==> src/hdl/vrc_pkg.sv <==
package vrc_pkg;
	// ==========================================================
	// register map
	localparam logic [7:0] REF_CTRL_ADDR = 8'hD1;
	localparam logic [7:0] REF_CTRL_RESET = 8'h00;
	localparam logic [7:0] REF_CTRL_WMASK = 8'h3F;
	// ==========================================================
	// field positions
	localparam int BUF_EN_BIT = 0;
	localparam int BIAS_EN_BIT = 1;
	localparam int TEMP_EN_BIT = 2;
	localparam int SRC_SEL_BIT = 3;
	localparam int LVL_SEL_BIT = 4;
	localparam int ZTC_BIT = 5;
	// ==========================================================
	// field encodings
	localparam logic SRC_PIN = 1'b0;
	localparam logic SRC_SUPPLY = 1'b1;
	localparam logic LVL_1V5 = 1'b0;
	localparam logic LVL_2V2 = 1'b1;
	typedef enum logic [0:0] {ACC_IDLE = 1'b0, ACC_WRITE = 1'b1} vrc_acc_type;
endpackage

==> src/hdl/vrc_bias_demand.sv <==
`timescale 1ns/1ps
// ==========================================================
// bias request combiner
module vrc_bias_demand
(
	input wire logic stored,
	input wire logic converterOn,
	input wire logic tempOn,
	input wire logic oscOn,
	output logic biasOn
);
	import vrc_pkg::*;
	// users force the bias generator on
	always_comb
	begin
		biasOn = stored | converterOn | tempOn | oscOn;
	end
endmodule

==> src/hdl/vrc_reference_control.sv <==
`timescale 1ns/1ps
// Function
// - source select 0 routes reference pin, 1 routes supply to mux
// - bias generator on whenever converter, sensor or oscillator enabled
// - bias field 1 keeps generator on; 0 means on demand only
// - level select 0 gives 1.5 V, 1 gives 2.2 V
// - buffer field 1 enables buffer driving pin; 0 disables it
// - sensor on when 1; off means output held high impedance
// - zero-tc force 1 holds that generator on; 0 automatic
module vrc_reference_control
(
	input wire logic clk,
	input wire logic reset_n,
	input wire logic [7:0] regAddr,
	input wire logic regWrite,
	input wire logic [7:0] regWdata,
	output logic [7:0] regRdata,
	input wire logic converterOn,
	input wire logic oscOn,
	input wire logic ztcNeeded,
	output logic srcSelSupply,
	output logic lvlSel2v2,
	output logic bufEnable,
	output logic tempSensorOn,
	output logic tempSensorHiZ,
	output logic biasGenOn,
	output logic ztcBiasOn
);
	import vrc_pkg::*;
	// ==========================================================
	// state
	typedef struct packed {
		logic [7:0] ctrl;
		logic [7:0] rdata;
		logic srcSel;
		logic lvl;
		logic buf_;
		logic temp;
		logic hiz;
		logic bias;
		logic ztc;
		vrc_acc_type acc;
		logic [1:0] convSync;
		logic [1:0] oscSync;
		logic [1:0] ztcSync;
	} vrc_state_type;
	// reset image: register cleared, sensor output parked high impedance
	localparam vrc_state_type ST_RESET = '{
		ctrl: REF_CTRL_RESET,
		hiz: 1'b1,
		acc: ACC_IDLE,
		default: '0
	};
	vrc_state_type st;
	vrc_state_type next_st;
	logic writeHit;
	logic [7:0] nextCtrl;
	logic biasDemand;
	logic ztcCtl;
	// ==========================================================
	// register decode
	// one select term shared by write, read and the checks
	function automatic logic ctrlSelected(input logic [7:0] addr);
		return addr == REF_CTRL_ADDR;
	endfunction
	// write lands at the next edge; reserved bits dropped on the way in
	assign writeHit = regWrite && ctrlSelected(regAddr);
	assign nextCtrl = writeHit ? (regWdata & REF_CTRL_WMASK) : st.ctrl;
	// ==========================================================
	// bias demand
	// fed from the value the edge will store, so a write and its
	// bias effect show together one cycle after the strobe
	vrc_bias_demand uDemand
	(
		.stored(nextCtrl[BIAS_EN_BIT]),
		.converterOn(st.convSync[1]),
		.tempOn(nextCtrl[TEMP_EN_BIT]),
		.oscOn(st.oscSync[1]),
		.biasOn(biasDemand)
	);
	// ==========================================================
	// next-state logic
	always_comb
	begin
		next_st = st;
		// demand pins come from the analog domain: two flops before use
		next_st.convSync = {st.convSync[0], converterOn};
		next_st.oscSync = {st.oscSync[0], oscOn};
		next_st.ztcSync = {st.ztcSync[0], ztcNeeded};
		// write marker lasts one cycle
		next_st.acc = ACC_IDLE;
		if (writeHit)
		begin
			next_st.acc = ACC_WRITE;
		end
		next_st.ctrl = nextCtrl;
		// registered read data; other addresses read as zero
		next_st.rdata = ctrlSelected(regAddr) ? nextCtrl : 8'h00;
		// field decode; all outputs move together
		next_st.srcSel = nextCtrl[SRC_SEL_BIT];
		next_st.lvl = nextCtrl[LVL_SEL_BIT];
		next_st.buf_ = nextCtrl[BUF_EN_BIT];
		next_st.temp = nextCtrl[TEMP_EN_BIT];
		next_st.hiz = ~nextCtrl[TEMP_EN_BIT];
		next_st.bias = biasDemand;
		// forced by the field or on demand from its users
		ztcCtl = nextCtrl[ZTC_BIT] | st.ztcSync[1];
		next_st.ztc = ztcCtl;
	end
	// ==========================================================
	// state register
	// reset branch loads a constant image only
	always_ff @(posedge clk or negedge reset_n)
	begin
		if (!reset_n)
		begin
			st <= ST_RESET;
		end
		else
		begin
			st <= next_st;
		end
	end
	// ==========================================================
	// outputs straight from flops
	assign regRdata = st.rdata;
	assign srcSelSupply = st.srcSel;
	assign lvlSel2v2 = st.lvl;
	assign bufEnable = st.buf_;
	assign tempSensorOn = st.temp;
	assign tempSensorHiZ = st.hiz;
	assign biasGenOn = st.bias;
	assign ztcBiasOn = st.ztc;
	// ==========================================================
	// checks
	// ==========================================================
	// write path: field outputs follow the written byte
	a_src_follow: assert property (@(posedge clk) disable iff (!reset_n)
		writeHit |=> srcSelSupply == $past(regWdata[SRC_SEL_BIT]))
		else $error("source select mismatch");
	a_src_hold: assert property (@(posedge clk) disable iff (!reset_n)
		!writeHit |=> $stable(srcSelSupply))
		else $error("source select moved without write");
	a_lvl_follow: assert property (@(posedge clk) disable iff (!reset_n)
		writeHit |=> lvlSel2v2 == $past(regWdata[LVL_SEL_BIT]))
		else $error("level select mismatch");
	a_buf_follow: assert property (@(posedge clk) disable iff (!reset_n)
		writeHit |=> bufEnable == $past(regWdata[BUF_EN_BIT]))
		else $error("buffer enable mismatch");
	a_temp_follow: assert property (@(posedge clk) disable iff (!reset_n)
		writeHit |=> tempSensorOn == $past(regWdata[TEMP_EN_BIT]))
		else $error("sensor enable mismatch");
	a_sensor_off: assert property (@(posedge clk) disable iff (!reset_n)
		writeHit && !regWdata[TEMP_EN_BIT] |=> tempSensorHiZ)
		else $error("sensor output not parked");
	a_temp_hiz: assert property (@(posedge clk) disable iff (!reset_n)
		tempSensorHiZ == !tempSensorOn)
		else $error("sensor hiz wrong");
	// ==========================================================
	// bias generator: forced by its users, held by the field
	// demand arrives two flops late; checks key on the synchronised copy
	a_bias_forced: assert property (@(posedge clk) disable iff (!reset_n)
		st.convSync[1] |=> biasGenOn)
		else $error("bias not forced by converter");
	a_bias_osc: assert property (@(posedge clk) disable iff (!reset_n)
		st.oscSync[1] |=> biasGenOn)
		else $error("bias not forced by oscillator");
	a_bias_sensor: assert property (@(posedge clk) disable iff (!reset_n)
		nextCtrl[TEMP_EN_BIT] |=> biasGenOn)
		else $error("bias not forced by sensor");
	a_bias_stored: assert property (@(posedge clk) disable iff (!reset_n)
		st.ctrl[BIAS_EN_BIT] && !regWrite |=> biasGenOn)
		else $error("bias field not honoured");
	a_bias_written: assert property (@(posedge clk) disable iff (!reset_n)
		writeHit && regWdata[BIAS_EN_BIT] |=> biasGenOn)
		else $error("bias write not honoured");
	a_bias_idle: assert property (@(posedge clk) disable iff (!reset_n)
		!nextCtrl[BIAS_EN_BIT] && !nextCtrl[TEMP_EN_BIT] && !st.convSync[1] && !st.oscSync[1] |=> !biasGenOn)
		else $error("bias on without demand");
	// ==========================================================
	// zero-tc bias: forced by the field or on demand
	a_ztc_force: assert property (@(posedge clk) disable iff (!reset_n)
		st.ctrl[ZTC_BIT] && !regWrite |=> ztcBiasOn)
		else $error("zero-tc force ignored");
	a_ztc_demand: assert property (@(posedge clk) disable iff (!reset_n)
		st.ztcSync[1] |=> ztcBiasOn)
		else $error("zero-tc demand ignored");
	a_ztc_idle: assert property (@(posedge clk) disable iff (!reset_n)
		!nextCtrl[ZTC_BIT] && !st.ztcSync[1] |=> !ztcBiasOn)
		else $error("zero-tc on without demand");
	// ==========================================================
	// register: reserved bits never reach the stored value
	a_rsvd_zero: assert property (@(posedge clk) disable iff (!reset_n)
		regRdata[7:6] == 2'b00)
		else $error("reserved bits not zero");
	a_read_back: assert property (@(posedge clk) disable iff (!reset_n)
		writeHit |=> regRdata == ($past(regWdata) & REF_CTRL_WMASK))
		else $error("read-back after write wrong");
	a_read_held: assert property (@(posedge clk) disable iff (!reset_n)
		ctrlSelected(regAddr) && !regWrite |=> regRdata == $past(st.ctrl))
		else $error("read of stored value wrong");
	a_read_other: assert property (@(posedge clk) disable iff (!reset_n)
		!ctrlSelected(regAddr) |=> regRdata == 8'h00)
		else $error("unmapped address read not zero");
	a_other_ignored: assert property (@(posedge clk) disable iff (!reset_n)
		regWrite && !ctrlSelected(regAddr) |=> st.ctrl == $past(st.ctrl))
		else $error("write to other address landed");
	a_ctrl_hold: assert property (@(posedge clk) disable iff (!reset_n)
		!writeHit |=> $stable(st.ctrl))
		else $error("control moved without write");
	// ==========================================================
	// main scenarios
	c_write_ctrl: cover property (@(posedge clk) regWrite && regAddr == REF_CTRL_ADDR);
	c_write_done: cover property (@(posedge clk) st.acc == ACC_WRITE);
	c_bias_demand: cover property (@(posedge clk) st.oscSync[1] && !st.ctrl[BIAS_EN_BIT] ##1 biasGenOn);
	c_ztc_demand: cover property (@(posedge clk) st.ztcSync[1] && !st.ctrl[ZTC_BIT] ##1 ztcBiasOn);
	c_temp_on: cover property (@(posedge clk) tempSensorOn);
endmodule

==> config.mk <==
export PLATFORM = sky130hd
export DESIGN_NAME = vrc_reference_control
export DESIGN_NICKNAME = d
export VERILOG_FILES = /design/src/hdl/vrc_pkg.sv /design/src/hdl/vrc_bias_demand.sv /design/src/hdl/vrc_reference_control.sv
export SDC_FILE = /design/constraint.sdc
export NUM_CORES = 1
export LEC_CHECK = 0
export BUFFER_PORTS_ARGS = -buffer_cell sky130_fd_sc_hd__buf_2
export CAP_MARGIN = 10
export CORE_MARGIN = 2
export CORE_UTILIZATION = 46
export CTS_CLUSTER_SIZE = 12
export DETAILED_ROUTE_END_ITERATION = 6
export PLACE_DENSITY = 0.75
export SYNTH_ARGS = -nofsm -noshare
export SYNTH_HDL_FRONTEND = slang
export SYNTH_HIERARCHICAL = 1
export SYNTH_SLANG_ARGS = --single-unit
==> constraint.sdc <==
create_clock -name clk -period 1.55 [get_ports clk]
set_input_delay 0.155 -clock clk [delete_from_list [all_inputs] [get_ports clk]]
set_output_delay 0.155 -clock clk [all_outputs]
set_load 0.05 [all_outputs]
==> run_results.csv <==
group,metric,value,unit
global_routing,grt_first_pass_wirelength,2460,µm
route,via_count,582,
timing,rsz0062_at_grt,"no",
critical_path,critical_path.top_delay_family,"simple AND/OR/NAND/NOR gates",
route,firstDrtPassIters,4,
critical_path,cp-start-kind,"primary input",
route,vias_per_cell,4.55,
pwr,irDropWorstVdd,0.714,mV
pwr,internal-power,0.824,mW
timing,setup_viol,0,
timing,slew_headroom,65.6,%
critical_path,crit_slowest_cell,"or4_1",
timing,timing.fmax,752,MHz
clock_tree,post_cts_resized,0,
cells_and_area,stdcell_area,1200,µm²
timing,worst_pin_slew,515,ps
cells_and_area,drive_gt1_share,49.5,%
critical_path,path_cells,"buf_2 -> nor4b_4 -> nand3_4 -> mux2_4 -> or4_1",
die,fp.coreArea,1960,µm²
die,die-area,2480,µm²
pwr,p_leak,0.648,nW
cells_and_area,fin_nets,124,
placed_design,gp_congestion,0.781,
logic_synthesis,yosysWarnings,6,
placed_design,placed_cell_area,1120,µm²
logic_synthesis,syn_inst,65,
die,start_util,49.2,%
cells_and_area,final_common_cell,"buf_2",
timing,final_max_slew_viol_count,0,
die,row_count,16,
global_routing,grt_antenna_before_repair,0,
critical_path,crit_path_end_kind,"flip-flop",
die,dieHeight,49.8,µm
pwr,netSwitchingPower,0.251,mW
global_routing,grt_usage,13.1,%
global_routing,grt_max_degree,26,
job,max_cap_viol_count,0,
cells_and_area,final_core_util,61.0,%
critical_path,crit_fanout,3,
clock_tree,clockRootBuffer,"clkbuf_4",
timing,clock_skew,7.69,ps
route,drt-total-wl,1470,µm
route,wl_per_cell,11.5,µm
critical_path,critPathKind,"in -> reg",
logic_synthesis,synth.distinct_cells,13,
critical_path,path_depth,5,
cells_and_area,instances_no_fill,128,
critical_path,rr_worst_depth,2,
route,ant_nets,0,
timing,hold_viol,0,
placed_design,port_buffers,34,
pwr,switching_share,23.3,%
logic_synthesis,synth_seq_cells,25,
critical_path,arrival,1520,ps
route,drt-initial-drc-count,1,
logic_synthesis,synth.avg_cell_area,14.8,µm²
die,pin_count,37,
cells_and_area,final_cell_mix,"buf_2 (34), dfrtp_1 (24), mux2i_1 (8), nor2_1 (8)",
critical_path,crit_buf_inv,1,
cells_and_area,area_growth,24.0,%
pwr,p_total,1.07,mW
logic_synthesis,netlist_area,965,µm²
timing,fin_crit,1330,ps
global_routing,grt_pass1_vias,607,
global_routing,gr-total-overflow,0,
min_path,min_path_type,"in -> reg",
timing,timing.final.crit_share,85.8,%
cells_and_area,nFillCells,156,
clock_tree,clk_pin_slew,130,ps
min_path,min_path_cells,2,
placed_design,dp_cells,119,
pwr,combPwrFrac,11.7,%
clock_tree,clkLatencyLatePin,300,ps
clock_tree,clockBufferDepth,2,
cells_and_area,antenna_cells,0,
clock_tree,cts_buffers,3,
clock_tree,cts.sinks,25,
clock_tree,h-tree-depth,1,
pwr,pwr-share-seq,63.2,%
run_status,outcome,"finished, final reports clean",
logic_synthesis,synth_seq_area_share,65.0,%
logic_synthesis,syn_nets,87,
route,drc,0,
die,die_x,49.8,µm
critical_path,worstPathRequired,1740,ps
pwr,pwr-share-clk,25.0,%
critical_path,critPathMaxStageDelay,460,ps
clock_tree,cts_tree,"done",
pwr,p_per_area,899,nW/µm²
[what timing repair did]
item | 4_1_cts | 5_1_grt
buffers inserted | 0 | 0
hold endpoints to repair | 27 | 1
hold buffers | 4 | 1
endpoints found under the setup margin | 0 | 0
[Yosys cell counts]
master	n	area share (%)
and2_2	2	1.6
and4b_1	1	1.0
buf_4	9	7.0
dfrtp_1	24	62
dfstp_2	1	2.7
mux2_2	6	7.0
mux2i_1	8	8.3
nand2_1	1	0.39
nand3_4	1	1.8
nor2_1	8	3.1
nor3b_1	2	1.6
nor4b_4	1	2.5
or4_1	1	0.78
[cells by family after synthesis]
kind of cell	share of synthesized area [%]
buf+inv	7.00
flops	65.0
mux	15.3
simple gates	12.7
[power by group through the flow]
| stage | registers, mW | logic [mW] | clock network [mW] |
|---|---|---|---|
| finish | 0.680 | 0.126 | 0.269 |
| global route | 0.682 | 0.137 | 0.313 |
| CTS | 0.680 | 0.127 | 0.278 |
| detailed placement | 0.693 | 0.119 | 0 |
| global placement | 0.692 | 0.116 | 0 |
| floorplan | 0.725 | 0.0328 | 0 |
[layer usage]
layer	track usage [%]	up-vias	share of wire, %
li1	-	282	-
met5	0	-	0
met4	4.17	0	0
met2	24.9	10	58
met3	2.73	0	3.2
met1	14.2	290	39
[state kept, by name (all words and copies together) (netlist names)]
name / count
tempSensorHiZ: 1
regRdata: 8
next_st: 3
st: 11
biasGenOn: 1
ztcBiasOn: 1
[through the flow]
stage	worst slack [ps]	TNS (ps)	hold slack (ps)
3_5_place_dp	-128	-128	161
4_1_cts	202	0	9.73
5_1_grt	194	0	72.8
6_report	221	0	102
3_3_place_gp	-102	-102	151
2_1_floorplan	-12.9	-12.9	-141
[area by class of cell]
class	count	area [µm²]	area share, %
clock buffers	4	26.3	2.20
multi-input cells	31	274	22.9
flip-flops and latches	25	627	52.4
well taps	27	33.8	2.82
repair buffers	41	235	19.7
[path summary, 6_finish.rpt]
kind                       slack (ps)         from            end
min in group asynchronous         340      reset_n      biasGenOn
min reg2reg                       370   next_st[3]          st[3]
max reg2reg                       320       st[23]      biasGenOn
min                               100  regWdata[4]         st[26]
max in group asynchronous         850      reset_n  tempSensorHiZ
max                               220   regAddr[2]      biasGenOn
Power figures use the tool's default switching activity.
